<file path="config.mk">
export PLATFORM = sky130hd
export DESIGN_NAME = dssf_front_end
export DESIGN_NICKNAME = d
export VERILOG_FILES = /design/src/hw/dssf_pkg.sv /design/src/hw/dssf_fifo.sv /design/src/hw/dssf_front_end.sv
export VERILOG_INCLUDE_DIRS = /design/src /design/src/hw
export SDC_FILE = /design/constraint.sdc
export NUM_CORES = 1
export LEC_CHECK = 0
export BUFFER_PORTS_ARGS = -buffer_cell sky130_fd_sc_hd__buf_2
export CORE_UTILIZATION = 29
export CTS_BUF_LIST = sky130_fd_sc_hd__clkbuf_8
export CTS_CLUSTER_DIAMETER = 150
export CTS_CLUSTER_SIZE = 10
export DETAILED_ROUTE_END_ITERATION = 10
export MAX_ROUTING_LAYER = met4
export SLEW_MARGIN = 5
export SYNTH_ARGS = -nofsm -noshare
export SYNTH_HDL_FRONTEND = slang
export SYNTH_SLANG_ARGS = --single-unit
export TNS_END_PERCENT = 1
</file>
<file path="constraint.sdc">
create_clock -name clk_sys -period 4.85 [get_ports clk_sys]
set_input_delay 0.485 -clock clk_sys [delete_from_list [all_inputs] [get_ports clk_sys]]
set_output_delay 0.485 -clock clk_sys [all_outputs]
set_load 0.05 [all_outputs]
</file>
<file path="src/hw/dssf_defs.svh">
`ifndef DSSF_DEFS_SVH
`define DSSF_DEFS_SVH

// ==========================================================
// Clock and line timing
// ==========================================================
`define DSSF_CLK_HZ          25000000
`define DSSF_BAUD_LO         9600
`define DSSF_BAUD_HI         19200
`define DSSF_BITS_PER_CHAR   11
`define DSSF_SILENCE_TENTHS  35
`define DSSF_BIT_LO          (`DSSF_CLK_HZ / `DSSF_BAUD_LO)
`define DSSF_BIT_HI          (`DSSF_CLK_HZ / `DSSF_BAUD_HI)
`define DSSF_SIL_LO  (`DSSF_BIT_LO * `DSSF_BITS_PER_CHAR * `DSSF_SILENCE_TENTHS / 10)
`define DSSF_SIL_HI  (`DSSF_BIT_HI * `DSSF_BITS_PER_CHAR * `DSSF_SILENCE_TENTHS / 10)
`define DSSF_INIT_WAIT       2'h3

// ==========================================================
// Addresses and dial settings
// ==========================================================
`define DSSF_DIAL_SCALE      16
`define DSSF_ADDR_BCAST      8'h00
`define DSSF_ADDR_MAX        8'hF7
`define DSSF_DIAL_9600       8'hFE
`define DSSF_DIAL_19200      8'hFF

// ==========================================================
// Function codes and register group bases
// ==========================================================
`define DSSF_FC_RD_OUTFLAG   8'h01
`define DSSF_FC_RD_INFLAG    8'h02
`define DSSF_FC_RD_HOLD      8'h03
`define DSSF_FC_RD_INREG     8'h04
`define DSSF_FC_WR_OUTFLAG   8'h05
`define DSSF_FC_WR_HOLD      8'h06
`define DSSF_FC_DEV_ID       8'h2B
`define DSSF_SUB_DEV_ID      8'h0E
`define DSSF_BASE_OUTFLAG    16'h0FA0
`define DSSF_BASE_INFLAG     16'h0BB8
`define DSSF_BASE_HOLD       16'h07D0
`define DSSF_BASE_INREG      16'h03E8
`define DSSF_BASE_NONE       16'h0000

// ==========================================================
// Receive FIFO
// ==========================================================
`define DSSF_FIFO_DEPTH      16
`define DSSF_FIFO_WIDTH      10

`endif

</file>
<file path="src/hw/dssf_pkg.sv">
package dssf_pkg;

	typedef enum logic [1:0] {KIND_DATA, KIND_END, KIND_ERR} dssf_kind_e;

	typedef enum logic [2:0] {
		GRP_OUT_FLAGS,
		GRP_IN_FLAGS,
		GRP_HOLD,
		GRP_IN_REGS,
		GRP_DEV_ID
	} dssf_group_e;

	typedef enum {RX_IDLE, RX_START, RX_BITS} dssf_rx_e;

	typedef enum {P_ADDR, P_FUNC, P_SUB, P_DATA, P_SKIP} dssf_parse_e;

endpackage

</file>
<file path="src/hw/dssf_fifo.sv">
`timescale 1ns/100ps

module dssf_fifo #(
	parameter int WIDTH = 10,
	parameter int DEPTH = 16
) (
	input  wire logic             clk_sys,
	input  wire logic             rstn,
	input  wire logic             in_valid,
	output logic                  in_ready,
	input  wire logic [WIDTH-1:0] in_data,
	output logic                  out_valid,
	input  wire logic             out_ready,
	output logic      [WIDTH-1:0] out_data
);

	localparam int AW = $clog2(DEPTH);

	logic [WIDTH-1:0] mem [DEPTH];
	logic [AW-1:0]    wr_ptr;
	logic [AW-1:0]    rd_ptr;
	logic [AW:0]      count;
	logic [AW-1:0]    next_wr_ptr;
	logic [AW-1:0]    next_rd_ptr;
	logic [AW:0]      next_count;
	logic             next_out_valid;
	logic             push;
	logic             load;

	// The output stage is a register so a stalled consumer sees stable data.
	always_comb
	begin
		push = in_valid && in_ready;
		load = (count != '0) && (!out_valid || out_ready);
		next_wr_ptr = push ? wr_ptr + 1'b1 : wr_ptr;
		next_rd_ptr = load ? rd_ptr + 1'b1 : rd_ptr;
		next_count = count + {{AW{1'b0}}, push} - {{AW{1'b0}}, load};
		next_out_valid = load || (out_valid && !out_ready);
	end

	always_ff @(posedge clk_sys)
	begin
		if (!rstn)
		begin
			wr_ptr    <= '0;
			rd_ptr    <= '0;
			count     <= '0;
			out_valid <= 1'b0;
			in_ready  <= 1'b1;
			out_data  <= '0;
		end
		else
		begin
			wr_ptr    <= next_wr_ptr;
			rd_ptr    <= next_rd_ptr;
			count     <= next_count;
			out_valid <= next_out_valid;
			in_ready  <= next_count < (AW+1)'(DEPTH);
			if (load)
				out_data <= mem[rd_ptr];
		end
	end

	always_ff @(posedge clk_sys)
	begin
		if (push)
			mem[wr_ptr] <= in_data;
	end

endmodule

</file>
<file path="src/hw/dssf_front_end.sv">
// What this block does
// Slave address is low dial plus sixteen times high dial, 0 to 255.
// Dial settings 1 to 247 are ordinary addresses the block answers.
// Settings 0 and 248 to 255 are reserved, never an ordinary address.
// Address field zero is broadcast, accepted whatever the dials say.
// Dials at 254 during reset select 9,600 bits per second.
// Dials at 255 during reset select 19,200 bits per second.
// Dials are read for rate only just after reset; address follows later.
// Chosen rate is kept in non-volatile storage across resets.
// Characters: start, eight data, even parity, stop; bad parity rejected.
// Silence of 3.5 characters ends the message; framing restarts.
// Master keeps 3.5 characters of silence before the next message; the bench master only waits for frame_done before sending the next.
// Master waits at least 500 ms before retrying a request.
// Code 01 reads output flags based at 4000.
// Code 02 reads input flags based at 3000.
// Code 03 reads holding registers based at 2000.
// Code 04 reads input registers based at 1000.
// Code 05 writes an output flag based at 4000.
// Code 06 writes a holding register based at 2000.
// Code 43 subcode 14 reads identification information.
// Only 9,600 and 19,200 bits per second exist.
`timescale 1ns/100ps
`include "dssf_defs.svh"

module dssf_front_end #(
	parameter int SIL_LO = `DSSF_SIL_LO,
	parameter int SIL_HI = `DSSF_SIL_HI
) (
	input  wire logic        clk_sys,
	input  wire logic        rstn,
	input  wire logic        rx_line,
	input  wire logic [3:0]  low_address_dial,
	input  wire logic [3:0]  high_address_dial,
	input  wire logic        nv_rate_hi,
	output logic             nv_write,
	output logic             nv_rate_data,
	output logic             rate_hi,
	output logic [7:0]       own_addr,
	output logic             own_addr_valid,
	output logic             cmd_valid,
	output logic [7:0]       cmd_func,
	output logic [2:0]       cmd_group,
	output logic [15:0]      cmd_base,
	output logic             cmd_write,
	output logic             cmd_bcast,
	output logic             dat_valid,
	output logic [7:0]       dat_byte,
	input  wire logic        dat_ready,
	output logic             frame_done,
	output logic             frame_ok,
	output logic             overrun
);

	// ==========================================================
	// Input synchronisers
	// ==========================================================
	logic [1:0] rx_sync;
	logic [7:0] dial_meta;
	logic [7:0] dial_s;
	logic       nv_meta;
	logic       nv_s;

	always_ff @(posedge clk_sys)
	begin
		if (!rstn)
		begin
			rx_sync   <= 2'h3;
			dial_meta <= 8'h00;
			dial_s    <= 8'h00;
			nv_meta   <= 1'b0;
			nv_s      <= 1'b0;
		end
		else
		begin
			rx_sync   <= {rx_sync[0], rx_line};
			dial_meta <= {high_address_dial, low_address_dial};
			dial_s    <= dial_meta;
			nv_meta   <= nv_rate_hi;
			nv_s      <= nv_meta;
		end
	end

	wire logic rx_s = rx_sync[1];

	// ==========================================================
	// Rate selection and address
	// ==========================================================
	logic [1:0] init_cnt;
	logic       init_done;
	logic [1:0] next_init_cnt;
	logic       next_init_done;
	logic       next_rate_hi;
	logic       next_nv_write;
	logic       next_nv_rate_data;
	logic [7:0] dial_addr;
	logic [7:0] next_own_addr;
	logic       next_own_valid;

	always_comb
	begin
		dial_addr = 8'({4'h0, dial_s[3:0]} + 8'(`DSSF_DIAL_SCALE) * {4'h0, dial_s[7:4]});
		next_init_cnt = init_cnt;
		next_init_done = init_done;
		next_rate_hi = rate_hi;
		next_nv_write = 1'b0;
		next_nv_rate_data = nv_rate_data;
		// The rate is taken from the dials once, after the synchronisers have filled.
		if (!init_done)
		begin
			next_init_cnt = init_cnt + 2'h1;
			if (init_cnt == `DSSF_INIT_WAIT)
			begin
				next_init_done = 1'b1;
				if (dial_addr == `DSSF_DIAL_9600)
				begin
					next_rate_hi = 1'b0;
					next_nv_write = 1'b1;
					next_nv_rate_data = 1'b0;
				end
				else if (dial_addr == `DSSF_DIAL_19200)
				begin
					next_rate_hi = 1'b1;
					next_nv_write = 1'b1;
					next_nv_rate_data = 1'b1;
				end
				else
					next_rate_hi = nv_s;
			end
		end
		next_own_addr = dial_addr;
		next_own_valid = (dial_addr != `DSSF_ADDR_BCAST) && (dial_addr <= `DSSF_ADDR_MAX);
	end

	always_ff @(posedge clk_sys)
	begin
		if (!rstn)
		begin
			init_cnt       <= 2'h0;
			init_done      <= 1'b0;
			rate_hi        <= 1'b0;
			nv_write       <= 1'b0;
			nv_rate_data   <= 1'b0;
			own_addr       <= 8'h00;
			own_addr_valid <= 1'b0;
		end
		else
		begin
			init_cnt       <= next_init_cnt;
			init_done      <= next_init_done;
			rate_hi        <= next_rate_hi;
			nv_write       <= next_nv_write;
			nv_rate_data   <= next_nv_rate_data;
			own_addr       <= next_own_addr;
			own_addr_valid <= next_own_valid;
		end
	end

	// ==========================================================
	// Character receiver and silence timer
	// ==========================================================
	dssf_pkg::dssf_rx_e rx_st;
	dssf_pkg::dssf_rx_e next_rx_st;
	logic [11:0] bit_cnt;
	logic [11:0] next_bit_cnt;
	logic [3:0]  nbit;
	logic [3:0]  next_nbit;
	logic [9:0]  shreg;
	logic [9:0]  next_shreg;
	logic [16:0] sil_cnt;
	logic [16:0] next_sil_cnt;
	logic        pending;
	logic        next_pending;
	logic        next_overrun;
	logic        push;
	logic [9:0]  push_data;
	logic        fifo_in_ready;
	logic [11:0] bit_len;
	logic [16:0] sil_len;

	always_comb
	begin
		bit_len = rate_hi ? 12'(`DSSF_BIT_HI) : 12'(`DSSF_BIT_LO);
		sil_len = rate_hi ? 17'(SIL_HI) : 17'(SIL_LO);
		next_rx_st = rx_st;
		next_bit_cnt = bit_cnt;
		next_nbit = nbit;
		next_shreg = shreg;
		next_sil_cnt = 17'h0_0000;
		next_pending = pending;
		push = 1'b0;
		push_data = 10'h000;
		case (rx_st)
			dssf_pkg::RX_IDLE:
			begin
				if (init_done && !rx_s)
				begin
					next_rx_st = dssf_pkg::RX_START;
					next_bit_cnt = bit_len >> 1;
				end
				else if (pending)
				begin
					// Silence is counted from the stop-bit sample, half a bit early.
					next_sil_cnt = sil_cnt + 17'h0_0001;
					if (sil_cnt >= sil_len)
					begin
						push = 1'b1;
						push_data = {dssf_pkg::KIND_END, 8'h00};
						next_pending = 1'b0;
					end
				end
			end
			dssf_pkg::RX_START:
			begin
				next_bit_cnt = bit_cnt - 12'h001;
				if (bit_cnt == 12'h000)
				begin
					next_rx_st = rx_s ? dssf_pkg::RX_IDLE : dssf_pkg::RX_BITS;
					next_bit_cnt = bit_len;
					next_nbit = 4'h0;
				end
			end
			dssf_pkg::RX_BITS:
			begin
				next_bit_cnt = bit_cnt - 12'h001;
				if (bit_cnt == 12'h000)
				begin
					next_bit_cnt = bit_len;
					next_shreg = {rx_s, shreg[9:1]};
					next_nbit = nbit + 4'h1;
					if (nbit == 4'h9)
					begin
						next_rx_st = dssf_pkg::RX_IDLE;
						next_pending = 1'b1;
						push = 1'b1;
						// Even parity over data and parity bit; a low stop bit also fails.
						if (^next_shreg[8:0] || !next_shreg[9])
							push_data = {dssf_pkg::KIND_ERR, next_shreg[7:0]};
						else
							push_data = {dssf_pkg::KIND_DATA, next_shreg[7:0]};
					end
				end
			end
			default:
				next_rx_st = dssf_pkg::RX_IDLE;
		endcase
		// A full FIFO drops the word; the consumer learns of it by the overrun pulse.
		next_overrun = push && !fifo_in_ready;
	end

	always_ff @(posedge clk_sys)
	begin
		if (!rstn)
		begin
			rx_st   <= dssf_pkg::RX_IDLE;
			bit_cnt <= 12'h000;
			nbit    <= 4'h0;
			shreg   <= 10'h000;
			sil_cnt <= 17'h0_0000;
			pending <= 1'b0;
			overrun <= 1'b0;
		end
		else
		begin
			rx_st   <= next_rx_st;
			bit_cnt <= next_bit_cnt;
			nbit    <= next_nbit;
			shreg   <= next_shreg;
			sil_cnt <= next_sil_cnt;
			pending <= next_pending;
			overrun <= next_overrun;
		end
	end

	// ==========================================================
	// Receive FIFO
	// ==========================================================
	logic       fifo_out_valid;
	logic [9:0] fifo_out_data;

	dssf_fifo #(
		.WIDTH (`DSSF_FIFO_WIDTH),
		.DEPTH (`DSSF_FIFO_DEPTH)
	) u_fifo (
		.clk_sys   (clk_sys),
		.rstn      (rstn),
		.in_valid  (push),
		.in_ready  (fifo_in_ready),
		.in_data   (push_data),
		.out_valid (fifo_out_valid),
		.out_ready (dat_ready),
		.out_data  (fifo_out_data)
	);

	// ==========================================================
	// Message parser and dispatch
	// ==========================================================
	dssf_pkg::dssf_parse_e p_st;
	dssf_pkg::dssf_parse_e next_p_st;
	logic        hit;
	logic        bad;
	logic        got_cmd;
	logic        next_hit;
	logic        next_bad;
	logic        next_got_cmd;
	logic        next_cmd_valid;
	logic [7:0]  next_cmd_func;
	logic [2:0]  next_cmd_group;
	logic [15:0] next_cmd_base;
	logic        next_cmd_write;
	logic        next_cmd_bcast;
	logic        next_dat_valid;
	logic [7:0]  next_dat_byte;
	logic        next_frame_done;
	logic        next_frame_ok;
	logic        pop;
	logic [1:0]  wkind;
	logic [7:0]  wbyte;

	always_comb
	begin
		pop = fifo_out_valid && dat_ready;
		wkind = fifo_out_data[9:8];
		wbyte = fifo_out_data[7:0];
		next_p_st = p_st;
		next_hit = hit;
		next_bad = bad;
		next_got_cmd = got_cmd;
		next_cmd_valid = 1'b0;
		next_cmd_func = cmd_func;
		next_cmd_group = cmd_group;
		next_cmd_base = cmd_base;
		next_cmd_write = cmd_write;
		next_cmd_bcast = cmd_bcast;
		next_dat_valid = 1'b0;
		next_dat_byte = dat_byte;
		next_frame_done = 1'b0;
		next_frame_ok = frame_ok;
		if (pop && wkind == dssf_pkg::KIND_END)
		begin
			next_frame_done = 1'b1;
			next_frame_ok = hit && got_cmd && !bad;
			next_p_st = dssf_pkg::P_ADDR;
			next_hit = 1'b0;
			next_bad = 1'b0;
			next_got_cmd = 1'b0;
		end
		else if (pop && wkind == dssf_pkg::KIND_ERR)
			next_bad = 1'b1;
		else if (pop)
		begin
			case (p_st)
				dssf_pkg::P_ADDR:
				begin
					next_cmd_bcast = wbyte == `DSSF_ADDR_BCAST;
					next_hit = next_cmd_bcast || (own_addr_valid && wbyte == own_addr);
					next_p_st = next_hit ? dssf_pkg::P_FUNC : dssf_pkg::P_SKIP;
				end
				dssf_pkg::P_FUNC:
				begin
					next_cmd_func = wbyte;
					next_p_st = dssf_pkg::P_DATA;
					next_cmd_valid = 1'b1;
					next_got_cmd = 1'b1;
					next_cmd_write = 1'b0;
					case (wbyte)
						`DSSF_FC_RD_OUTFLAG:
						begin
							next_cmd_group = dssf_pkg::GRP_OUT_FLAGS;
							next_cmd_base = `DSSF_BASE_OUTFLAG;
						end
						`DSSF_FC_RD_INFLAG:
						begin
							next_cmd_group = dssf_pkg::GRP_IN_FLAGS;
							next_cmd_base = `DSSF_BASE_INFLAG;
						end
						`DSSF_FC_RD_HOLD:
						begin
							next_cmd_group = dssf_pkg::GRP_HOLD;
							next_cmd_base = `DSSF_BASE_HOLD;
						end
						`DSSF_FC_RD_INREG:
						begin
							next_cmd_group = dssf_pkg::GRP_IN_REGS;
							next_cmd_base = `DSSF_BASE_INREG;
						end
						`DSSF_FC_WR_OUTFLAG:
						begin
							next_cmd_group = dssf_pkg::GRP_OUT_FLAGS;
							next_cmd_base = `DSSF_BASE_OUTFLAG;
							next_cmd_write = 1'b1;
						end
						`DSSF_FC_WR_HOLD:
						begin
							next_cmd_group = dssf_pkg::GRP_HOLD;
							next_cmd_base = `DSSF_BASE_HOLD;
							next_cmd_write = 1'b1;
						end
						`DSSF_FC_DEV_ID:
						begin
							// The command waits for the subcode before it is issued.
							next_cmd_valid = 1'b0;
							next_got_cmd = 1'b0;
							next_p_st = dssf_pkg::P_SUB;
						end
						default:
						begin
							next_cmd_valid = 1'b0;
							next_got_cmd = 1'b0;
							next_bad = 1'b1;
							next_p_st = dssf_pkg::P_SKIP;
						end
					endcase
				end
				dssf_pkg::P_SUB:
				begin
					if (wbyte == `DSSF_SUB_DEV_ID)
					begin
						next_cmd_valid = 1'b1;
						next_got_cmd = 1'b1;
						next_cmd_group = dssf_pkg::GRP_DEV_ID;
						next_cmd_base = `DSSF_BASE_NONE;
						next_p_st = dssf_pkg::P_DATA;
					end
					else
					begin
						next_bad = 1'b1;
						next_p_st = dssf_pkg::P_SKIP;
					end
				end
				dssf_pkg::P_DATA:
				begin
					next_dat_valid = 1'b1;
					next_dat_byte = wbyte;
				end
				default:
					next_p_st = dssf_pkg::P_SKIP;
			endcase
		end
	end

	always_ff @(posedge clk_sys)
	begin
		if (!rstn)
		begin
			p_st       <= dssf_pkg::P_ADDR;
			hit        <= 1'b0;
			bad        <= 1'b0;
			got_cmd    <= 1'b0;
			cmd_valid  <= 1'b0;
			cmd_func   <= 8'h00;
			cmd_group  <= 3'h0;
			cmd_base   <= 16'h0000;
			cmd_write  <= 1'b0;
			cmd_bcast  <= 1'b0;
			dat_valid  <= 1'b0;
			dat_byte   <= 8'h00;
			frame_done <= 1'b0;
			frame_ok   <= 1'b0;
		end
		else
		begin
			p_st       <= next_p_st;
			hit        <= next_hit;
			bad        <= next_bad;
			got_cmd    <= next_got_cmd;
			cmd_valid  <= next_cmd_valid;
			cmd_func   <= next_cmd_func;
			cmd_group  <= next_cmd_group;
			cmd_base   <= next_cmd_base;
			cmd_write  <= next_cmd_write;
			cmd_bcast  <= next_cmd_bcast;
			dat_valid  <= next_dat_valid;
			dat_byte   <= next_dat_byte;
			frame_done <= next_frame_done;
			frame_ok   <= next_frame_ok;
		end
	end

endmodule

</file>
==> metrics.csv <==
stage;metric;value;unit
run_status;run status;finished clean;
floorplan;width of the die;211.0;um
critical_path;critical path type;reg -> reg;
finish;final non-filler cell total;1674;
critical_path;CP cell instances;inv_1 > ha_1 > nand4b_1 > o311a_1 > nor4bb_1 > o21ai_1 > a21oi_2 > ha_1 > inv_1 > fa_1 > inv_1 > a21oi_1 > nor2_1 > nor2_1 > xnor2_1 > nand2_1;
cts;CTS Root Cell;sky130_fd_sc_hd__clkbuf_8;
timing;final worst path period share;87.64;%
synth;top cell type's share of synthesized area;37.92;%
timing;fmax;235.3;MHz
power_and_ir_drop;power density over the cells;417.1;mW/mm^2
timing;total count of hold-check failures in the final report;0;
cts;clock buffers created by TritonCTS;36;
critical_path;nature of the critical path endpoint;flip-flop;
timing;minimum clock period;4.251;ns
grt;overflow left after global routing;0;
cts;CTS tree;yes;
route;remaining design rule violation count;0;
cts;H-tree depth;2;
finish;fraction of layout cells with a size suffix above 1;15.43;%
critical_path;critical path's most frequent cell;sky130_fd_sc_hd__inv_1;
floorplan;initial core utilization;29.42;%
route;drt wl/cell;15.66;um
place;Final Wtd Congestion;0.7944;
hold_path;path class of the lowest-slack min-delay path;in -> reg;
place;IO buf count;59;
place;count of placed standard cells including taps;1616;
power_and_ir_drop;Final Total Pwr;5.875;mW
timing;max-slew violation count;0;
cts;sink count of the clock tree;302;
cts;clock insertion delay at the later pin of the skew report;0.55;ns
floorplan;die height;211.0;um
timing;total negative slack for setup checks;0;ns
critical_path;required time at the worst-slack endpoint;5.26;ns
synth;yosys synthesis warning count;0;
job;max-cap check violation count;0;
synth;async set-reset flop share out of synthesis;0;%
floorplan;Rows;76;
floorplan;ports placed on the boundary;67;
critical_path;max incr delay on CP;0.65;ns
synth;sequential fraction of the synthesis area;60.35;%
finish;Antenna diodes;0;
timing;slew of the pin with the lowest slew margin;0.7297;ns
cts;total of hold buffers inserted after clock tree synthesis;0;
cts;post-CTS resize count;0;
synth;FF+latch count, synth;302;
timing;remaining max-slew budget at the tightest pin;51.28;%
floorplan;total core area;0.04308;mm^2
synth;top flip-flop cell by instance count after synthesis;sky130_fd_sc_hd__edfxtp_1;
grt;first-pass GRT wire length;41790;um
critical_path;arrival time of data at the critical path endpoint;4.66;ns
cts;clock slew at reported path FFs;0.07;ns
synth;average size of a mapped cell;12.42;um^2
route;Post-Route WL;26220;um
grt;number of antenna violations at the first check in global routing;0;
finish;nets@finish;1109;
power_and_ir_drop;worst ir drop on vdd;0.0002687;V
route;total number of vias;7769;
grt;via count of the first global-routing pass;7647;
synth;Synth Instances;1020;
route;Avg Vias per Cell;4.641;
finish;area grow syn2layout;11.16;%
route;antenna-violating nets left;0;
critical_path;Worst setup SP type;flip-flop;
place;dpl cell area;0.01348;mm^2
synth;number of enable-type register cells in the synthesized netlist;160;
cts;number of setup buffers added after CTS;0;
timing;worst setup skew after layout;0.04075;ns
synth;most area-hungry cell type in the Yosys netlist;sky130_fd_sc_hd__edfxtp_1;
timing;final setup violation count;0;
finish;area of all placed cells without fillers;0.01408;mm^2
route;1st-pass router iterations;5;
power_and_ir_drop;Leakage;5.148;nW
critical_path;critical-path maximum fanout;15;
synth;Area contributors post-synth;sky130_fd_sc_hd__edfxtp_1 (38%), sky130_fd_sc_hd__dfxtp_1 (22%), sky130_fd_sc_hd__mux4_2 (7.1%), sky130_fd_sc_hd__mux2i_1 (3.5%), sky130_fd_sc_hd__nor2_1 (2.9%);
grt;maximum number of pins on one net before global-route repair;60;
synth;distinct cell type count after synthesis;69;
grt;total routing resource utilization after global routing;12.16;%
cts;maximum clock insertion buffer count;3;
synth;cell area after technology mapping;0.01267;mm^2
route;number of DRC violations after detailed-routing iteration 0;400;
floorplan;Total Die Area;0.04453;mm^2
place;HPWL after detailed placement;17270;um
critical_path;slowest stage cell, crit path;sky130_fd_sc_hd__dfxtp_1;
timing;setup repair after global routing missed its margin;no;
-- cells in the final DEF (no fill, tap or decap), types with 3 or more instances in the layout --
master	instances
sky130_fd_sc_hd__o21ai_1	3
sky130_fd_sc_hd__nor4_1	6
sky130_fd_sc_hd__edfxtp_1	160
sky130_fd_sc_hd__ha_1	26
sky130_fd_sc_hd__and2_1	44
sky130_fd_sc_hd__buf_4	8
sky130_fd_sc_hd__a21oi_1	60
sky130_fd_sc_hd__and3_1	23
sky130_fd_sc_hd__a211oi_1	8
sky130_fd_sc_hd__nor2_1	97
sky130_fd_sc_hd__nand2b_1	12
sky130_fd_sc_hd__clkbuf_8	37
sky130_fd_sc_hd__nor3_1	12
sky130_fd_sc_hd__o21ai_0	26
sky130_fd_sc_hd__or3_1	9
sky130_fd_sc_hd__a22o_1	4
sky130_fd_sc_hd__mux4_2	40
sky130_fd_sc_hd__xnor2_1	24
sky130_fd_sc_hd__buf_2	59
sky130_fd_sc_hd__o22ai_1	12
sky130_fd_sc_hd__a31oi_1	4
sky130_fd_sc_hd__nand3b_1	4
sky130_fd_sc_hd__nand3_1	25
sky130_fd_sc_hd__nand4_1	8
sky130_fd_sc_hd__xor2_1	16
sky130_fd_sc_hd__nor2b_1	7
sky130_fd_sc_hd__nor3_2	3
sky130_fd_sc_hd__conb_1	7
sky130_fd_sc_hd__inv_1	48
sky130_fd_sc_hd__or2_2	3
sky130_fd_sc_hd__dfxtp_1	140
sky130_fd_sc_hd__nand2_1	61
sky130_fd_sc_hd__mux2i_1	44
sky130_fd_sc_hd__a22oi_1	3
-- per-layer routing --
layer  track usage, %  vias to the layer above  part of all wire [%]  wire, um
met1            15.73                     3827                    46     12140
met5                -                        -                     0         0
met3            2.141                       37                   3.8      1002
met2            19.74                      127                    48     12630
met4            2.949                        0                   1.7       450
li1                 -                     3778                     -         -
-- cell type report --
cell class | count | area (um^2)
clock buffer | 37 | 509.2
clock inverter | 21 | 91.34
fill | 4282 | 28990
inverter | 32 | 120.1
multi-input combinational | 630 | 4627
sequential | 302 | 7650
tap | 585 | 732.0
timing repair buffer | 67 | 355.3
-- stage by stage --
step           setup WS, ns  hold WS (ns)  utilization (%)
5_1_grt              0.1816        0.1154            32.70
3_5_place_dp         0.6114        0.4125            31.30
6_report             0.5993        0.1492            32.70
2_1_floorplan        0.9280        0.3863                -
3_3_place_gp         0.7800        0.3969            31.30
4_1_cts              0.6074        0.1122            32.70
-- where the power goes --
group / total (mW) / internal [mW] / switching [mW]
Combinational: 1.27 / 0.551 / 0.721
Sequential: 3.01 / 2.78 / 0.232
Clock: 1.60 / 0.707 / 0.889
Total: 5.88 / 4.03 / 1.84
-- flip-flops by register name (all words and copies together), names as in the netlist, 2 cells and up --
register         count
sil_cnt             17
cmd_func             8
init_cnt             2
own_addr             8
shreg                9
u_fifo.mem         160
u_fifo.count         5
p_st                 3
u_fifo.rd_ptr        4
rx_sync              2
cmd_base             5
dial_meta            8
bit_cnt             12
u_fifo.out_data     10
nbit                 4
dat_byte             8
cmd_group            3
rx_st                2
dial_s               8
u_fifo.wr_ptr        4
-- synth_stat cells (all sizes together) (9+ instances only) --
cell type / count
edfxtp: 160
dfxtp: 142
nor2: 98
a21oi: 61
nand2: 61
and2: 45
mux2i: 44
mux4: 40
clkbuf: 39
inv: 30
o21ai: 29
ha: 26
nand3: 26
xnor2: 24
and3: 23
buf: 23
xor2: 16
nor3: 15
nand2b: 12
o22ai: 12
a211oi: 9
or3: 9
-- final timing paths --
check / start / cells after the start / endpoint / slack, ns
worst max-delay path: rate_hi / 16 / u_fifo.in_ready / 0.60
worst min-delay path: high_address_dial[1] / 2 / dial_meta[5] / 0.15
worst max register to register: rate_hi / 16 / u_fifo.in_ready / 0.60
worst min register to register: rx_sync[0] / 1 / rx_sync[1] / 0.40
-- critical path: cells and delay by family, from the launching register on --
family	cells	cell delay (ns)
xor gates and xnor gates	1	0.18
DFF	1	0.65
buffers and inverters	3	0.33
AOI/OAI and AO/OA	4	1.22
and+or+nand+nor	5	0.73
adders and majority gates	3	1.00
-- kinds of logic (layout without fill, tap and decap cells) --
group	after synthesis	count (layout)	synth area share (%)
flip-flops	302	302	60.35
adder cells (fa/ha/maj)	27	27	2.725
AO/OA/AOI/OAI	142	142	6.744
other	1	7	0.02960
AND/OR/NAND/NOR	328	328	13.31
multiplexers	86	86	10.76
buffers and inverters	94	157	3.308
XOR/XNOR	40	40	2.765
No activity file was read; power rests on OpenSTA's default activity.
